$ cat src/verilog/ssrt_pkg.sv
// Constants and types of the synchronous slave serial receive/transmit block
package ssrt_pkg;

  // ****************************************************************
  // Register word indices (byte address = index * 4)
  // ****************************************************************
  localparam logic [3:0] IDX_RX_STATUS = 4'h0;
  localparam logic [3:0] IDX_TX_STATUS = 4'h1;
  localparam logic [3:0] IDX_BAUD = 4'h2;
  localparam logic [3:0] IDX_IRQ_CTRL = 4'h3;
  localparam logic [3:0] IDX_PERIPHERAL_IRQ_ENABLE_REG1 = 4'h4;
  localparam logic [3:0] IDX_PERIPHERAL_IRQ_FLAG_REG1 = 4'h5;
  localparam logic [3:0] IDX_RX_DATA = 4'h6;
  localparam logic [3:0] IDX_TX_DATA = 4'h7;
  localparam logic [3:0] IDX_ALT0 = 4'h8;
  localparam logic [3:0] IDX_ALT1 = 4'h9;
  localparam logic [3:0] IDX_PORTB_DIR = 4'hA;

  // ****************************************************************
  // Field positions
  // ****************************************************************
  localparam int RS_PORT_EN = 7;
  localparam int RS_NINTH_EN = 6;
  localparam int RS_SINGLE_EN = 5;
  localparam int RS_CONT_EN = 4;
  localparam int RS_OVERRUN = 1;
  localparam int RS_NINTH_BIT = 0;
  localparam int TS_CLK_MASTER = 7;
  localparam int TS_NINTH_EN = 6;
  localparam int TS_TX_EN = 5;
  localparam int TS_CLOCKED = 4;
  localparam int TS_SHIFT_EMPTY = 1;
  localparam int TS_NINTH_BIT = 0;
  localparam int BC_RX_IDLE = 6;
  localparam int BC_CLK_INVERT = 4;
  localparam int IC_GLOBAL_EN = 7;
  localparam int IC_PERIPH_EN = 6;
  localparam int PI_RX = 5;
  localparam int PI_TX = 4;
  localparam int ALT0_DATA_SEL = 7;
  localparam int ALT1_CLK_SEL = 0;

  // ****************************************************************
  // Reset values and fixed numbers
  // ****************************************************************
  localparam logic [7:0] RST_CTRL = 8'h00;
  localparam logic [7:0] RST_PORTB_DIR = 8'hFF;
  localparam logic [7:0] RX_STATUS_WMASK = 8'hF8;
  localparam logic [7:0] TX_STATUS_WMASK = 8'hFD;
  localparam logic [15:0] VECTOR_ADDR = 16'h0004;
  localparam logic [3:0] LAST_BIT_8 = 4'h7;
  localparam logic [3:0] LAST_BIT_9 = 4'h8;

  typedef struct packed {
    logic ninth;
    logic [7:0] data;
  } ssrt_word_type;

endpackage
$ cat src/verilog/ssrt_core.sv
// Synchronous slave serial receiver/transmitter with classic Wishbone registers
//
// The register addresses and the Wishbone interface to the registers were left to the implementer.
`timescale 1ns/100ps
`default_nettype none
module ssrt_core
#(
  parameter int FIFO_DEPTH = 2
)
(
  input wire logic CLK, // System clock, 50 MHz
  input wire logic RST_N, // Asynchronous reset, active low
  input wire logic WB_CYC_I, // Wishbone cycle
  input wire logic WB_STB_I, // Wishbone strobe
  input wire logic WB_WE_I, // Wishbone write enable
  input wire logic [5:0] WB_ADR_I, // Wishbone byte address
  input wire logic [3:0] WB_SEL_I, // Wishbone byte lanes
  input wire logic [31:0] WB_DAT_I, // Wishbone write data
  output logic [31:0] WB_DAT_O, // Wishbone read data
  output logic WB_ACK_O, // Wishbone acknowledge
  input wire logic CK0_I, // Bit clock, default pin
  input wire logic CK1_I, // Bit clock, alternate pin
  input wire logic DT0_I, // Data in, default pin
  input wire logic DT1_I, // Data in, alternate pin
  output logic DT0_O, // Data out, default pin
  output logic DT0_OE, // Data drive enable, default pin
  output logic DT1_O, // Data out, alternate pin
  output logic DT1_OE, // Data drive enable, alternate pin
  output logic WAKE, // Wake request to the core
  output logic IRQ, // Vectored interrupt request
  output logic [15:0] IRQ_VECTOR // Vector address while IRQ is high
);

  localparam int PW = (FIFO_DEPTH > 1) ? $clog2(FIFO_DEPTH) : 1;

  function automatic logic pick(input logic [1:0] v, input logic s);
    pick = s ? v[1] : v[0];
  endfunction

  // ****************************************************************
  // Registers and wires
  // ****************************************************************
  logic [7:0] rx_status, tx_status, baud, irq_ctrl, peripheral_irq_enable_reg1, alt0, alt1, portb_dir;
  logic [1:0] ck_m, ck_s, dt_m, dt_s;
  logic ck_d, ck_now, dt_now, rise, fall, sample_edge, drive_edge;
  logic port_en, slave_mode, rx_run, tx_run, rx_done, fifo_full, push, pop, overrun, receive_irq_flag;
  logic [8:0] rx_sr, next_rx_word, transmit_shift_reg;
  logic [3:0] rx_cnt, rx_last, tx_cnt, tx_last, idx;
  ssrt_pkg::ssrt_word_type fifo [FIFO_DEPTH];
  ssrt_pkg::ssrt_word_type head;
  logic [PW-1:0] wr_ptr, rd_ptr;
  logic [PW:0] fifo_cnt;
  logic [7:0] tx_buf;
  logic tx_buf_valid, tsr_full, tx_word_done, tsr_load, transmit_irq_flag, dt_out, bus_req, bus_wr, bus_rd;
  logic [31:0] next_rdata;

  // ****************************************************************
  // Pin synchronisers and bit clock edges
  // ****************************************************************
  always_ff @(posedge CLK or negedge RST_N)
  begin
    if (!RST_N)
    begin
      ck_m <= 2'h0;
      ck_s <= 2'h0;
      dt_m <= 2'h0;
      dt_s <= 2'h0;
      ck_d <= 1'b0;
    end
    else
    begin
      ck_m <= {CK1_I, CK0_I};
      ck_s <= ck_m;
      dt_m <= {DT1_I, DT0_I};
      dt_s <= dt_m;
      ck_d <= ck_now;
    end
  end

  assign ck_now = pick(ck_s, alt1[ssrt_pkg::ALT1_CLK_SEL]);
  assign dt_now = pick(dt_s, alt0[ssrt_pkg::ALT0_DATA_SEL]);
  assign rise = ck_now & ~ck_d;
  assign fall = ~ck_now & ck_d;
  assign sample_edge = baud[ssrt_pkg::BC_CLK_INVERT] ? fall : rise;
  assign drive_edge = baud[ssrt_pkg::BC_CLK_INVERT] ? rise : fall;

  // ****************************************************************
  // Mode decode
  // ****************************************************************
  assign port_en = rx_status[ssrt_pkg::RS_PORT_EN];
  assign slave_mode = port_en & tx_status[ssrt_pkg::TS_CLOCKED]
    & ~tx_status[ssrt_pkg::TS_CLK_MASTER];
  // Single-receive bit is never looked at; receiver runs only in slave mode with continuous receive set and transmit off
  assign rx_run = slave_mode & rx_status[ssrt_pkg::RS_CONT_EN]
    & ~tx_status[ssrt_pkg::TS_TX_EN];
  assign tx_run = slave_mode & tx_status[ssrt_pkg::TS_TX_EN];

  // ****************************************************************
  // Receive shifter
  // ****************************************************************
  assign rx_last = rx_status[ssrt_pkg::RS_NINTH_EN] ? ssrt_pkg::LAST_BIT_9
    : ssrt_pkg::LAST_BIT_8;
  assign rx_done = rx_run & sample_edge & (rx_cnt == rx_last);

  always_comb
  begin
    next_rx_word = rx_sr;
    next_rx_word[rx_cnt] = dt_now;
  end

  always_ff @(posedge CLK or negedge RST_N)
  begin
    if (!RST_N)
    begin
      rx_sr <= 9'h000;
      rx_cnt <= 4'h0;
    end
    else if (!rx_run)
    begin
      rx_sr <= 9'h000;
      rx_cnt <= 4'h0;
    end
    else if (sample_edge)
    begin
      rx_sr <= next_rx_word;
      rx_cnt <= rx_done ? 4'h0 : rx_cnt + 4'h1;
    end
  end

  // ****************************************************************
  // Receive FIFO and overrun
  // ****************************************************************
  assign fifo_full = (fifo_cnt == (PW+1)'(FIFO_DEPTH));
  assign push = rx_done & ~fifo_full;
  assign overrun = rx_done & fifo_full;
  assign pop = bus_rd & (idx == ssrt_pkg::IDX_RX_DATA) & (fifo_cnt != '0);
  assign receive_irq_flag = (fifo_cnt != '0);
  assign head = fifo[rd_ptr];

  always_ff @(posedge CLK)
  begin
    if (push)
    begin
      fifo[wr_ptr].data <= next_rx_word[7:0];
      fifo[wr_ptr].ninth <= rx_status[ssrt_pkg::RS_NINTH_EN] & next_rx_word[8];
    end
  end

  always_ff @(posedge CLK or negedge RST_N)
  begin
    if (!RST_N)
    begin
      wr_ptr <= '0;
      rd_ptr <= '0;
      fifo_cnt <= '0;
    end
    else if (!port_en)
    begin
      wr_ptr <= '0;
      rd_ptr <= '0;
      fifo_cnt <= '0;
    end
    else
    begin
      if (push)
        wr_ptr <= (wr_ptr == PW'(FIFO_DEPTH - 1)) ? '0 : wr_ptr + 1'b1;
      if (pop)
        rd_ptr <= (rd_ptr == PW'(FIFO_DEPTH - 1)) ? '0 : rd_ptr + 1'b1;
      if (push && !pop)
        fifo_cnt <= fifo_cnt + 1'b1;
      else if (pop && !push)
        fifo_cnt <= fifo_cnt - 1'b1;
    end
  end

  // ****************************************************************
  // Transmit buffer and shifter
  // ****************************************************************
  assign tx_last = tx_status[ssrt_pkg::TS_NINTH_EN] ? ssrt_pkg::LAST_BIT_9
    : ssrt_pkg::LAST_BIT_8;
  assign tx_word_done = tx_run & tsr_full & drive_edge & (tx_cnt == tx_last);
  assign tsr_load = tx_run & tx_buf_valid & (~tsr_full | tx_word_done);
  assign transmit_irq_flag = ~tx_buf_valid;

  always_ff @(posedge CLK or negedge RST_N)
  begin
    if (!RST_N)
    begin
      tx_buf <= 8'h00;
      tx_buf_valid <= 1'b0;
    end
    else if (!port_en)
      tx_buf_valid <= 1'b0;
    else if (bus_wr && idx == ssrt_pkg::IDX_TX_DATA && WB_SEL_I[0])
    begin
      tx_buf <= WB_DAT_I[7:0];
      tx_buf_valid <= 1'b1;
    end
    else if (tsr_load)
      tx_buf_valid <= 1'b0;
  end

  always_ff @(posedge CLK or negedge RST_N)
  begin
    if (!RST_N)
    begin
      transmit_shift_reg <= 9'h000;
      tsr_full <= 1'b0;
      tx_cnt <= 4'h0;
    end
    else if (!tx_run)
    begin
      tsr_full <= 1'b0;
      tx_cnt <= 4'h0;
    end
    else if (tsr_load)
    begin
      transmit_shift_reg <= {tx_status[ssrt_pkg::TS_NINTH_BIT], tx_buf};
      tsr_full <= 1'b1;
      tx_cnt <= 4'h0;
    end
    else if (tsr_full && drive_edge)
    begin
      tsr_full <= ~tx_word_done;
      tx_cnt <= tx_word_done ? 4'h0 : tx_cnt + 4'h1;
    end
  end

  always_ff @(posedge CLK or negedge RST_N)
  begin
    if (!RST_N)
      dt_out <= 1'b1;
    else
      dt_out <= tsr_full ? transmit_shift_reg[tx_cnt] : 1'b1;
  end

  assign DT0_O = dt_out;
  assign DT1_O = dt_out;
  assign DT0_OE = tx_run & ~alt0[ssrt_pkg::ALT0_DATA_SEL];
  assign DT1_OE = tx_run & alt0[ssrt_pkg::ALT0_DATA_SEL];

  // ****************************************************************
  // Wishbone slave
  // ****************************************************************
  assign idx = WB_ADR_I[5:2];
  assign bus_req = WB_CYC_I & WB_STB_I;
  assign bus_wr = bus_req & WB_ACK_O & WB_WE_I;
  assign bus_rd = bus_req & WB_ACK_O & ~WB_WE_I;

  always_comb
  begin
    next_rdata = 32'h0000_0000;
    unique case (idx)
      ssrt_pkg::IDX_RX_STATUS:
        next_rdata[7:0] = {rx_status[7:3], 1'b0,
          rx_status[ssrt_pkg::RS_OVERRUN], head.ninth};
      ssrt_pkg::IDX_TX_STATUS:
        next_rdata[7:0] = {tx_status[7:2], ~tsr_full,
          tx_status[ssrt_pkg::TS_NINTH_BIT]};
      ssrt_pkg::IDX_BAUD:
        next_rdata[7:0] = {baud[7], ~rx_run, baud[5:0]};
      ssrt_pkg::IDX_IRQ_CTRL:
        next_rdata[7:0] = irq_ctrl;
      ssrt_pkg::IDX_PERIPHERAL_IRQ_ENABLE_REG1:
        next_rdata[7:0] = peripheral_irq_enable_reg1;
      ssrt_pkg::IDX_PERIPHERAL_IRQ_FLAG_REG1:
        next_rdata[7:0] = {2'h0, receive_irq_flag, transmit_irq_flag, 4'h0};
      ssrt_pkg::IDX_RX_DATA:
        next_rdata[7:0] = head.data;
      ssrt_pkg::IDX_ALT0:
        next_rdata[7:0] = alt0;
      ssrt_pkg::IDX_ALT1:
        next_rdata[7:0] = alt1;
      ssrt_pkg::IDX_PORTB_DIR:
        next_rdata[7:0] = portb_dir;
      default:
        next_rdata = 32'h0000_0000;
    endcase
  end

  always_ff @(posedge CLK or negedge RST_N)
  begin
    if (!RST_N)
    begin
      WB_ACK_O <= 1'b0;
      WB_DAT_O <= 32'h0000_0000;
    end
    else
    begin
      WB_ACK_O <= bus_req & ~WB_ACK_O;
      if (bus_req && !WB_ACK_O)
        WB_DAT_O <= next_rdata;
    end
  end

  always_ff @(posedge CLK or negedge RST_N)
  begin
    if (!RST_N)
    begin
      tx_status <= ssrt_pkg::RST_CTRL;
      baud <= ssrt_pkg::RST_CTRL;
      irq_ctrl <= ssrt_pkg::RST_CTRL;
      peripheral_irq_enable_reg1 <= ssrt_pkg::RST_CTRL;
      alt0 <= ssrt_pkg::RST_CTRL;
      alt1 <= ssrt_pkg::RST_CTRL;
      portb_dir <= ssrt_pkg::RST_PORTB_DIR;
    end
    else if (bus_wr && WB_SEL_I[0])
    begin
      unique case (idx)
        ssrt_pkg::IDX_TX_STATUS: tx_status <= WB_DAT_I[7:0] & ssrt_pkg::TX_STATUS_WMASK;
        ssrt_pkg::IDX_BAUD: baud <= WB_DAT_I[7:0];
        ssrt_pkg::IDX_IRQ_CTRL: irq_ctrl <= WB_DAT_I[7:0];
        ssrt_pkg::IDX_PERIPHERAL_IRQ_ENABLE_REG1: peripheral_irq_enable_reg1 <= WB_DAT_I[7:0];
        ssrt_pkg::IDX_ALT0: alt0 <= WB_DAT_I[7:0];
        ssrt_pkg::IDX_ALT1: alt1 <= WB_DAT_I[7:0];
        ssrt_pkg::IDX_PORTB_DIR: portb_dir <= WB_DAT_I[7:0];
        default: portb_dir <= portb_dir;
      endcase
    end
  end

  // Control bits of the receive status register plus the sticky overrun
  always_ff @(posedge CLK or negedge RST_N)
  begin
    if (!RST_N)
      rx_status <= ssrt_pkg::RST_CTRL;
    else
    begin
      if (bus_wr && WB_SEL_I[0] && idx == ssrt_pkg::IDX_RX_STATUS)
        rx_status[7:3] <= WB_DAT_I[7:3];
      if (overrun)
        rx_status[ssrt_pkg::RS_OVERRUN] <= 1'b1;
      else if (!port_en || !rx_status[ssrt_pkg::RS_CONT_EN])
        rx_status[ssrt_pkg::RS_OVERRUN] <= 1'b0;
    end
  end

  // ****************************************************************
  // Wake and interrupt outputs
  // ****************************************************************
  always_ff @(posedge CLK or negedge RST_N)
  begin
    if (!RST_N)
    begin
      WAKE <= 1'b0;
      IRQ <= 1'b0;
      IRQ_VECTOR <= 16'h0000;
    end
    else
    begin
      WAKE <= irq_ctrl[ssrt_pkg::IC_PERIPH_EN]
        & ((receive_irq_flag & peripheral_irq_enable_reg1[ssrt_pkg::PI_RX]) | (transmit_irq_flag & peripheral_irq_enable_reg1[ssrt_pkg::PI_TX]));
      IRQ <= WAKE & irq_ctrl[ssrt_pkg::IC_GLOBAL_EN];
      IRQ_VECTOR <= (WAKE & irq_ctrl[ssrt_pkg::IC_GLOBAL_EN])
        ? ssrt_pkg::VECTOR_ADDR : 16'h0000;
    end
  end
endmodule
`default_nettype wire

$ cat config.mk
export PLATFORM = sky130hd
export DESIGN_NAME = ssrt_core
export DESIGN_NICKNAME = d
export VERILOG_FILES = /design/src/verilog/ssrt_pkg.sv /design/src/verilog/ssrt_core.sv
export SDC_FILE = /design/constraint.sdc
export NUM_CORES = 1
export LEC_CHECK = 0
export ABC_AREA = 1
export BUFFER_PORTS_ARGS = -buffer_cell sky130_fd_sc_hd__buf_4
export CORE_UTILIZATION = 51
export CTS_CLUSTER_SIZE = 8
export DETAILED_ROUTE_END_ITERATION = 6
export PLACE_DENSITY = 0.82
export SLEW_MARGIN = 25
export SYNTH_ARGS = -nofsm -noshare
export SYNTH_HDL_FRONTEND = slang
export SYNTH_SLANG_ARGS = --single-unit
$ cat constraint.sdc
create_clock -name CLK -period 1.65 [get_ports CLK]
set_clock_uncertainty 0.1 [all_clocks]
set_input_delay 0.33 -clock CLK [delete_from_list [all_inputs] [get_ports CLK]]
set_output_delay 0.33 -clock CLK [all_outputs]
set_load 0.03 [all_outputs]
# Yosys cells after proc, flatten, opt, wreduce, memory -nomap -nowiden
# Memory sizes are Yosys's and may differ from the RTL's.
# Cells that the tools add are included.
# word_totals
reg_bits	125
latchBits	0
mem_bits_rw	18
mem_bits_ro	0
out_inout_bits	55
wordCells	172
n_memories	1
# mem_list
memory	words	word_bits	rd	rd_clocked_by_memory_dff	wr	line	text
fifo	2	9	1	0	1	ssrt_core.sv:49	ssrt_pkg::ssrt_word_type fifo [FIFO_DEPTH];
# classes
addsub	6
n_mul	0
div_mod_pow	0
n_lt_le_gt_ge	3
n_eq_ne	19
n_shift	0
mux	42
n_bitwise	44
n_reduce_logical	27
# ops
cell	n
8-bit case mux with 10 select lines	1
4-bit two-way mux	9
1-bit AND	30
1-bit two-way mux	23
9-bit two-way mux	2
2-bit AND reduction	9
4-bit by 3-bit == test with 1-bit output, second input constant	4
4-bit == test, second input constant	3
1-bit inverter	12
4-bit by 5-bit < comparator with 1-bit output, second input constant	2
9-bit bitwise mux	1
1-bit logical AND	9
3-bit by 1-bit != test with 1-bit output, second input constant	3
4-bit by 1-bit adder with 4-bit output, second input constant	2
4-bit by 2-bit == test with 1-bit output, second input constant	2
4-bit == test	2
2-bit two-way mux	3
1-bit logical NOT	5
1-bit binary-select mux with 4-bit select	1
1-bit demux with 4-bit select	1
4-bit by 1-bit == test with 1-bit output, second input constant	1
4-bit by 1-bit >= comparator with 1-bit output, second input constant	1
4-bit logical NOT	1
2-bit by 1-bit != test with 1-bit output, second input constant	2
other kinds (9)	12

# Longest topological paths before layout
# Gate-level depths: netlist of run 1.
# logic_depth
depth_word	12
mapped_depth	11
ltp_nobuf	11

# Least setup slack after synthesis of run 1
# OpenSTA, ideal clock, no wires.
# synth_path
path_type	register -> register
start	reg rx_status[7], in the netlist port_en
end	mem fifo[1][0] (netlist bit), enable pin
setup_ns	0.374
arrival_ns	1.344
required_ns	1.176
path_slack_ns	-0.169
stages_incl_launch_ff	6
path_buffers	1
path_cell_list	dfrtp_1 buf_6 nand2_4 nor3_4 nand4_1 nor2_1
# synth_between
elab_chain_len	9
# synth_lines
element	line	text
from (decl)	ssrt_core.sv:43	logic [7:0] rx_status, tx_status, baud, irq_ctrl, peripheral_irq_enable_reg1, alt0, alt1, portb_dir;
from (signal assigned)	ssrt_core.sv:327	rx_status <= ssrt_pkg::RST_CTRL;
from (signal assigned)	ssrt_core.sv:331	rx_status[7:3] <= WB_DAT_I[7:3];
1-bit AND	ssrt_core.sv:91	assign slave_mode = port_en & tx_status[ssrt_pkg::TS_CLOCKED]
1-bit AND	ssrt_core.sv:92	& ~tx_status[ssrt_pkg::TS_CLK_MASTER];
1-bit AND	ssrt_core.sv:94	assign rx_run = slave_mode & rx_status[ssrt_pkg::RS_CONT_EN]
1-bit AND	ssrt_core.sv:95	& ~tx_status[ssrt_pkg::TS_TX_EN];
1-bit AND (2 in a row)	ssrt_core.sv:103	assign rx_done = rx_run & sample_edge & (rx_cnt == rx_last);
1-bit AND	ssrt_core.sv:134	assign push = rx_done & ~fifo_full;
1-bit two-way mux	ssrt_core.sv:142	if (push)
1-bit two-way mux (implied by the code)	ssrt_core.sv:144	fifo[wr_ptr].data <= next_rx_word[7:0];
to (decl)	ssrt_core.sv:49	
# Every way passes these cells.

# Worst setup path in the final report of run 1
# layout_path
start	reg alt1[0]
end	mem fifo[0][4] (netlist bit), enable pin
# layout_between
elab_chain_len	9
word_cells_on_any_way	10
# layout_lines
element	line	text
from (decl)	ssrt_core.sv:43	
from (signal assigned)	ssrt_core.sv:305	alt1 <= ssrt_pkg::RST_CTRL;
from (signal assigned)	ssrt_core.sv:316	ssrt_pkg::IDX_ALT1: alt1 <= WB_DAT_I[7:0];
1-bit two-way mux *	ssrt_core.sv:37	pick = s ? v[1] : v[0];
net ck_now	ssrt_core.sv:45	logic ck_d, ck_now, dt_now, rise, fall, sample_edge, drive_edge;
1-bit inverter	ssrt_core.sv:83	assign fall = ~ck_now & ck_d;
1-bit AND	ssrt_core.sv:83	
1-bit two-way mux *	ssrt_core.sv:84	assign sample_edge = baud[ssrt_pkg::BC_CLK_INVERT] ? fall : rise;
1-bit AND * (2 in a row)	ssrt_core.sv:103	
1-bit AND *	ssrt_core.sv:134	
1-bit two-way mux *	ssrt_core.sv:142	
1-bit two-way mux (implied by the code) *	ssrt_core.sv:144	
# Mark *: on every way through the listed nets, which the timed path passes. The rest lies on a longest branch.

==> results of run 1 <==
==> per-layer routing <==
metal	wire length, um	up-vias	GRT usage
met5	0	-	0
met4	868	0	0.135
met3	1310	79	0.0805
met2	8740	280	0.436
met1	6900	2819	0.333
li1	-	2692	-
==> critical path: stages, from the launching register on <==
cell and delay, ns:
dfrtp_2 0.47, inv_2 0.10, nand2_4 0.07, nand2_4 0.09, nand3_2 0.08, nand2_1 0.08
nand4_1 0.12, buf_6 0.17, nor2_4 0.15, buf_6 0.14
==> cell type report <==
| cell class | instances | area, sq um | share of cell area |
|---|---|---|---|
| clock inverter | 11 | 166 | 0.0190 |
| tap | 172 | 215 | 0.0246 |
| inverter | 64 | 256 | 0.0293 |
| timing repair buffer | 139 | 1180 | 0.135 |
| clock buffer | 21 | 470 | 0.0537 |
| multi-input combinational | 534 | 2890 | 0.330 |
| sequential | 139 | 3580 | 0.409 |
==> synth_stat cells (5+ instances only) <==
cell and instances:
inv_2 8, ha_1 5, dfstp_2 9, clkbuf_1 6
inv_1 54, nor2_1 42, dfrtp_1 112, buf_2 5
nand2_1 219, nand3_2 5, a21oi_1 20, o21ai_0 80
buf_4 43, nand4_1 11, edfxtp_1 18, o21ai_1 8
a22o_1 7, nand3_1 52
==> timing repair <==
action,CTS,global route
cloned,2,2
buffers inserted,8,11
pin swaps,14,26
hold endpoints to repair,24,0
gates resized for setup,39,77
setup endpoints to repair,51,74
hold buffers,5,0
==> metrics by stage <==
| step | instances | total power [mW] | TNS, ns | instance area [sq um] | setup slack, ns |
|---|---|---|---|---|---|
| after floorplan | 794 | 3.97 | -0.850 | 6780 | -0.0472 |
| after detailed placement | 1021 | 4.15 | -6.25 | 7480 | -0.225 |
| after CTS | 1068 | 8.24 | -3.14 | 8400 | -0.194 |
| after global placement | 1021 | 4.14 | -2.56 | 7480 | -0.0943 |
| final | 1080 | 8.24 | -5.14 | 8760 | -0.217 |
| after global routing | 1080 | 8.49 | -8.75 | 8760 | -0.288 |
==> final timing paths <==
kind                        startpoint          end  slack [ns]  cells past startpoint
max                            alt1[0]   fifo[0][4]       -0.22                      9
min                        WB_DAT_I[1]      alt0[1]        0.18                      3
max reg2reg                    alt1[0]   fifo[0][4]       -0.22                      9
min reg2reg                    dt_m[0]      dt_s[0]        0.26                      0
max in group asynchronous        RST_N     rx_sr[2]        0.54                      3
min in group asynchronous        RST_N  irq_ctrl[4]        0.28                      2
==> cell families after synthesis <==
family,synth area share
and+or+nand+nor,0.233
AOI/OAI and AO/OA,0.112
DFF,0.540
other,0.000565
adders and majority gates,0.00943
xor gates and xnor gates,0.00528
buffers and inverters,0.0988
muxes,0.00151
==> power by group through the flow <==
stage                     sequential, mW  combinational (mW)  clock (mW)
after floorplan                     3.64               0.321           0
after global placement              3.62               0.521           0
after detailed placement            3.62               0.529           0
after CTS                           3.56               0.551        4.13
after global routing                3.57               0.623        4.30
final                               3.57               0.571        4.10
==> reports/results.ini, run 1 <==
[sta]
whs_ns=0.178
fmax_mhz=536
finalHoldViolCount=0
period_share=1.13
setup_viol=46
drv_slew=0
fin_ws_ns=-0.217
period_needed_ns=1.87
rsz0062_at_grt=true

[placed_design]
dp_hpwl_mm=11.1
place_congestion=0.906
port_buffers=37

[grt]
overflow=0
antenna_found_initial=0
grtUsageTotal=0.271
grt_pass1_wl_mm=26.7
grt_max_degree=34
grt_pass1_vias=5457

[power_and_ir_drop]
power_switching_share=0.230
comb_power_share=0.069
switching_power_mw=1.90
p_leak_nw=4.16
p_int_mw=6.35
vdd_drop_max_uv=871
power_frac_seq=0.433
p_clk_frac=0.498
power_density_mw_per_mm2=940

[clock_network]
h-tree-depth=4
clock_sinks=139
path_clk_slew_ns=0.06
clockBufferDepth=2
cts_tree=done
cts_made_buffers=17
worstSkewPairLatency_ns=0.43
cts_root_buf=clkbuf_16

[yosys]
netlist_area_sq_mm=0.00664
async_reset_ff_frac=0.871
yosys.area.top_type=dfrtp_1
avgSynthCellArea_sq_um=8.78
synth_seq_cells=139
ys_warn_count=0
syn_inst=756
yosys_most_used_dff=dfrtp_1
ys_seq_area_frac=0.540
synth_top_area_frac=0.422
synth_cell_types=43
synth_area_leaders=dfrtp_1, nand2_1, edfxtp_1
synth-edff-count=18

[cells_and_area]
largest_reg_flops=18
finalCoreUtilization=0.692
diodes=0
final_cell_mix=nand2_1, buf_4, dfrtp_1
drive_gt1_frac=0.297
final_common_cell=nand2_1
fill_cells=870
area_growth_pct=32.1
final_nets=951

[routing]
wl_mm=17.8
antenna_left=0
viasPerCell=5.44
detail_route.wl_per_cell_um=16.5
vias=5870
drt_iter0_drc=518
first_pass_iters=5
drcViolationCount=0

[run_status]
violations=negative setup slack
status=finished with violations

[critical_path]
cp.arrival_ns=1.91
critPathLaunchType=flop
cp.required_ns=1.69
crit_path_end_kind=flop
crit_type=reg2reg
crit_fanout=5

[die]
die_h_um=116
core_sq_mm=0.0127
die_w_um=116
io_pins=106
rows=41
die_area_sq_mm=0.0135
initial_utilization=0.524

[worst_hold_path]
hold_path.class=in2reg

[run]
maxCapViolCount=0

Note: power is estimated with default switching activity, not from simulation.
==> run 2: changes to the inputs <==
- BUFFER_PORTS_ARGS: -buffer_cell sky130_fd_sc_hd__buf_4 -> -buffer_cell sky130_fd_sc_hd__buf_2
==> run 2 against run 1 <==
  * Worst hold slack gained 0.032 ns
  * Flip-flop and latch count stayed put
  * Sequential share of layout area is 0.47 points higher
  * Critical path depth did not move
  * The flow still finishes with violations (negative setup slack)
  * Largest power group unchanged
  * Register-to-register slack about the same
  * First-iteration DRC count shrank 12%
  * Power is 0.91% higher
  * Clock-buffer cell count is 1 lower
==> reports/results.ini, run 2 (synthesis results as in run 1) <==
[run_status]
status=finished with violations
violations=negative setup slack

[placed_design]
dp_hpwl_mm=11.3  ; +1.8%
place_congestion=0.961  ; +6.0%
port_buffers=37  ; unchanged
pre_cts_slack_ns=-0.237  ; -0.0123 ns
dp_cells=1013  ; -0.78%

[cells_and_area]
layoutNonFillerInstCount=1068  ; -1.1%
area_growth_pct=30.6
largest_reg_flops=18  ; unchanged
diodes=0  ; unchanged
final_common_cell=nand2_1
final_nets=939  ; -1.3%
final_cell_mix=nand2_1, dfrtp_1, o21ai_0
drive_gt1_frac=0.295  ; -0.00271

[critical_path]
crit_path_end_kind=flop
r2r_end=fifo[0][4]
setup.reg_to_reg.worst_slack_ns=-0.21  ; about the same
cp.arrival_ns=1.90  ; about the same
crit_fanout=4  ; -1
reg2regPathDepth=9  ; unchanged
r2r-start=alt1[0]
cp.required_ns=1.70  ; about the same
critPathLaunchType=flop
crit_type=reg2reg

[routing]
first_pass_iters=5  ; unchanged
vias=5821  ; -0.83%
drt_iter0_drc=455  ; -12%
drcViolationCount=0  ; unchanged
viasPerCell=5.45  ; +0.28%
wl_mm=17.5  ; -1.8%
detail_route.wl_per_cell_um=16.4  ; -0.74%
antenna_left=0  ; unchanged

[die]
initial_utilization=0.524  ; unchanged
die_area_sq_mm=0.0135  ; unchanged
io_pins=106  ; unchanged
rows=41  ; unchanged
die_h_um=116  ; unchanged
die_w_um=116  ; unchanged
core_sq_mm=0.0127  ; unchanged

[worst_hold_path]
worstHoldEndpoint=alt0[1]
hold_path.class=in2reg
min_from=WB_DAT_I[1]
holdPathStages=3  ; unchanged

[clock_network]
clock_sinks=139  ; unchanged
clockBufferDepth=2  ; unchanged
h-tree-depth=4  ; unchanged
path_clk_slew_ns=0.06  ; about the same
cts_tree=done
cts_root_buf=clkbuf_16
cts_made_buffers=17  ; unchanged
worstSkewPairLatency_ns=0.42  ; about the same

[power_and_ir_drop]
power_switching_share=0.227  ; -0.00344
p_int_mw=6.43  ; +1.4%
p_clk_frac=0.506  ; +0.008
power_density_mw_per_mm2=960  ; +2.0%
comb_power_share=0.065  ; -0.004
p_leak_nw=4.10  ; -1.3%
switching_power_mw=1.88  ; -0.60%
vdd_drop_max_uv=783  ; -10%
power_frac_seq=0.429  ; -0.004

[sta]
fmax_mhz=539  ; +0.61%
period_needed_ns=1.86  ; -0.0113 ns
drv_slew=0  ; unchanged
period_share=1.12  ; -0.00686
setup_tns_ns=-4.82  ; +0.321 ns
fin_ws_ns=-0.206  ; +0.0113 ns
finalHoldViolCount=0  ; unchanged
rsz0062_at_grt=true
setup_viol=48  ; +4.3%

[grt]
antenna_found_initial=0  ; unchanged
grt_pass1_vias=5610  ; +2.8%
grt_pass1_wl_mm=27.1  ; +1.4%
overflow=0  ; unchanged
grt_max_degree=30  ; -12%
grtUsageTotal=0.272  ; +0.00121

[run]
maxCapViolCount=0  ; unchanged

[run 2: cell types whose count changed in the layout (fill, tap and decap cells not counted), sizes merged]
cell      delta
buf         -14
bufinv       +1
clkbuf       +1
inv          +1
clkinv       -2
clkinvlp     +1
[run 2: through the flow]
stage	total power [mW]	utilization	hold WS [ns]	cell area (sq um)
4_1_cts	8.31	0.656	0.202	8310
6_report	8.32	0.684	0.209	8670
5_1_grt	8.55	0.684	0.241	8670
3_5_place_dp	4.13	0.582	0.201	7370
3_3_place_gp	4.12	0.582	0.194	7370
2_1_floorplan	3.97	-	-0.0656	6780
[run 2: what timing repair did]
action | CTS | global route
hold buffers | 5 | 0
endpoints found under the hold margin | 28 | 0
cloned | 3 | 2
pin swaps | 8 | 27
setup endpoints to repair | 43 | 82
buffers inserted | 5 | 10
resized for setup | 41 | 75
[run 2: power by group through the flow]
| stage | registers, mW | clock network [mW] | logic (mW) |
|---|---|---|---|
| final | 3.57 | 4.21 | 0.545 |
| after global routing | 3.57 | 4.39 | 0.596 |
| after CTS | 3.56 | 4.22 | 0.527 |
| after detailed placement | 3.62 | 0 | 0.504 |
| after global placement | 3.62 | 0 | 0.495 |
| after floorplan | 3.64 | 0 | 0.321 |
[run 2: layout make-up]
type                            count  area, sq um
Multi-Input combinational cell    534         2900
Inverter                           64          249
Timing Repair Buffer              127         1070
Fill cell                         920         4010
Sequential cell                   139         3580
Clock inverter                     12          194
Tap cell                          172          215
Clock buffer                       20          457
[run 2: critical path: stages, from the launching register on]
cell	delay [ns]
dfrtp_2	0.46
inv_2	0.10
nand2_4	0.07
nand2_4	0.07
nand3_2	0.07
nand2_1	0.07
nand4_1	0.11
buf_4	0.18
nor2_4	0.16
clkbuf_16	0.17
[run 2: worst max path at each step]
| stage | startpoint | to | slack, ns | cells after the start |
|---|---|---|---|---|
| floorplan | port_en | fifo[0][0] | -0.05 | 5 |
| global placement | WB_ADR_I[2] | fifo_cnt[0] | -0.17 | 12 |
| detailed placement | WB_ADR_I[2] | fifo_cnt[0] | -0.24 | 12 |
| CTS | tx_status[7] | DT1_OE | -0.16 | 5 |
| global route | alt1[0] | fifo[0][0] | -0.25 | 9 |
| finish | alt1[0] | fifo[0][4] | -0.21 | 9 |
[run 2: routing by layer]
layer | up-vias | wire length [um] | GRT usage
met1 | 2802 | 7020 | 0.333
met5 | - | 42 | 0.0222
li1 | 2660 | - | -
met2 | 291 | 8540 | 0.440
met3 | 66 | 1310 | 0.0732
met4 | 2 | 579 | 0.141
==> run 3: changes to the inputs <==
- SETUP_SLACK_MARGIN: not set -> 0.4
==> run 3 against run 2 <==
  * The run still ends with negative setup slack left
  * Non-clock buffer count rose by 19
  * Power is 5.8% higher
  * Sequential share of layout area down 6.6 points
  * Clock power up 6.2%
  * Flip-flop and latch count unchanged
  * Via count up 19%
  * Combinational power is 36% higher
  * Clock-buffer cell count rose by 2
  * Worst hold slack got worse by 0.0040 ns
  * Cell area is 19% higher
  * Routed wire length rose by 54%
  * Critical path type unchanged
  * Largest power group unchanged
==> reports/results.ini, run 3 (synthesis results as in run 1) <==
[critical_path]
reg2regPathDepth=7  ; -2
crit_type=reg2reg
crit_fanout=5  ; +1
crit_path_end_kind=flop
cp.required_ns=1.87  ; +0.17 ns
critPathLaunchType=flop
cp.arrival_ns=2.26  ; +0.36 ns

[die]
die_h_um=116  ; unchanged
rows=41  ; unchanged
die_w_um=116  ; unchanged
initial_utilization=0.524  ; unchanged
io_pins=106  ; unchanged
die_area_sq_mm=0.0135  ; unchanged
core_sq_mm=0.0127  ; unchanged

[clock_network]
cts_tree=done
cts_root_buf=clkbuf_16
h-tree-depth=4  ; unchanged
path_clk_slew_ns=0.07  ; about the same
clock_sinks=139  ; unchanged
clockBufferDepth=2  ; unchanged
worstSkewPairLatency_ns=0.46  ; +0.04 ns
cts_made_buffers=17  ; unchanged

[grt]
grt_max_degree=46  ; +53%
grt-busiest-layer=met2
antenna_found_initial=1  ; +1
use_met1=0.394  ; +0.0607
grt_pass1_vias=6556  ; +17%
grt_pass1_wl_mm=34.6  ; +28%
use_met2=0.594  ; +0.154
overflow=0  ; unchanged
grtUsageTotal=0.352  ; +0.0803
use_met3=0.0973  ; +0.0241

[sta]
period_needed_ns=2.04  ; +0.179 ns
fin_ws_ns=-0.385  ; -0.179 ns
setup_viol=51  ; +6.3%
period_share=1.23  ; +0.109
setup_tns_ns=-6.65  ; -1.83 ns
tightest_slew_ns=0.741
drv_slew=0  ; unchanged
rsz0062_at_grt=true
slew_headroom=0.505
fmax_mhz=491  ; -8.8%
finalHoldViolCount=0  ; unchanged
whs_ns=0.205  ; -0.00401 ns

[worst_hold_path]
holdPathStages=4  ; +1
hold_path.class=in2reg

[cells_and_area]
finalCoreUtilization=0.816  ; +0.132
largest_reg_flops=18  ; unchanged
final_nets=969  ; +3.2%
final_cell_mix=nand2_1, dfrtp_1, nand2_2
design_area_sq_mm=0.0103  ; +19%
final_common_cell=nand2_1
fill_cells=578  ; -37%
area_growth_pct=55.9
drive_gt1_frac=0.538  ; +0.243

[power_and_ir_drop]
vdd_drop_max_uv=813  ; +3.8%
p_int_mw=6.59  ; +2.5%
power_switching_share=0.250  ; +0.0236
power_frac_seq=0.407  ; -0.022
p_leak_nw=4.54  ; +11%
p_clk_frac=0.509  ; +0.003
power_density_mw_per_mm2=851  ; -11%
comb_power_share=0.084  ; +0.019
switching_power_mw=2.20  ; +17%

[routing]
first_pass_iters=5  ; unchanged
drt_iter0_drc=850  ; +87%
wl_mm=27.0  ; +54%
antenna_left=0  ; unchanged
drcViolationCount=0  ; unchanged
viasPerCell=6.30  ; +16%
detail_route.wl_per_cell_um=24.5  ; +50%
vias=6929  ; +19%

[run_status]
status=finished with violations
violations=negative setup slack

[placed_design]
dp_hpwl_mm=11.2  ; -0.34%
pre_cts_slack_ns=-0.135  ; +0.102 ns
place_congestion=0.867  ; -9.8%
port_buffers=37  ; unchanged
placed_area_sq_mm=0.00754  ; +2.3%

[run]
maxCapViolCount=0  ; unchanged

run 3: metal layers:
layer	vias up	share of wire
li1	2755	-
met1	3324	0.32
met2	626	0.48
met3	224	0.12
met4	0	0.083
met5	-	0
run 3: power by group through the flow:
stage	clock network (mW)	registers, mW	logic [mW]
after global placement	0	3.62	0.517
final	4.47	3.58	0.739
after CTS	4.35	3.57	0.630
after global routing	4.58	3.59	0.778
after detailed placement	0	3.62	0.526
after floorplan	0	3.65	0.355
run 3: layout make-up:
type / count / area, sq um / area share
multi-input combinational: 544 / 4090 / 0.396
sequential: 139 / 3590 / 0.347
timing repair buffer: 146 / 1460 / 0.141
clock buffer: 22 / 485 / 0.0469
inverter: 64 / 308 / 0.0298
tap: 172 / 215 / 0.0208
clock inverter: 10 / 184 / 0.0178
timing repair inverter: 1 / 8.76 / 0.000847
antenna: 1 / 2.50 / 0.000242
run 3: critical path, cell delays in order, from the launching register on:
cell	delay, ns
dfrtp_2	0.45
clkinv_4	0.10
nand2_1	0.09
nand2_1	0.07
a21oi_1	0.23
nand2_1	0.26
o31ai_2	0.49
nand2_1	0.12
run 3: repair_timing:
item                       CTS  global route
setup endpoints to repair  161           162
setup buffers               27            20
hold endpoints to repair    22             0
hold buffers                 5             0
cloned                      15             0
pin swaps                   58            71
gates resized for setup    221           175
run 3: final timing paths:
| path | endpoint | startpoint | slack [ns] |
|---|---|---|---|
| setup / recovery | WB_DAT_O[6] | rd_ptr | -0.39 |
| hold / removal | rd_ptr | WB_WE_I | 0.21 |
| setup reg to reg | WB_DAT_O[6] | rd_ptr | -0.39 |
| hold reg to reg | ck_s[1] | ck_m[1] | 0.25 |
| max in group asynchronous | DT0_O | RST_N | 0.59 |
| min in group asynchronous | alt1[2] | RST_N | 0.22 |
run 3: stage by stage:
step / power, mW / cells
after global routing: 8.94 / 1098
after floorplan: 4.00 / 794
after global placement: 4.14 / 999
after detailed placement: 4.15 / 999
after CTS: 8.55 / 1078
final: 8.80 / 1099
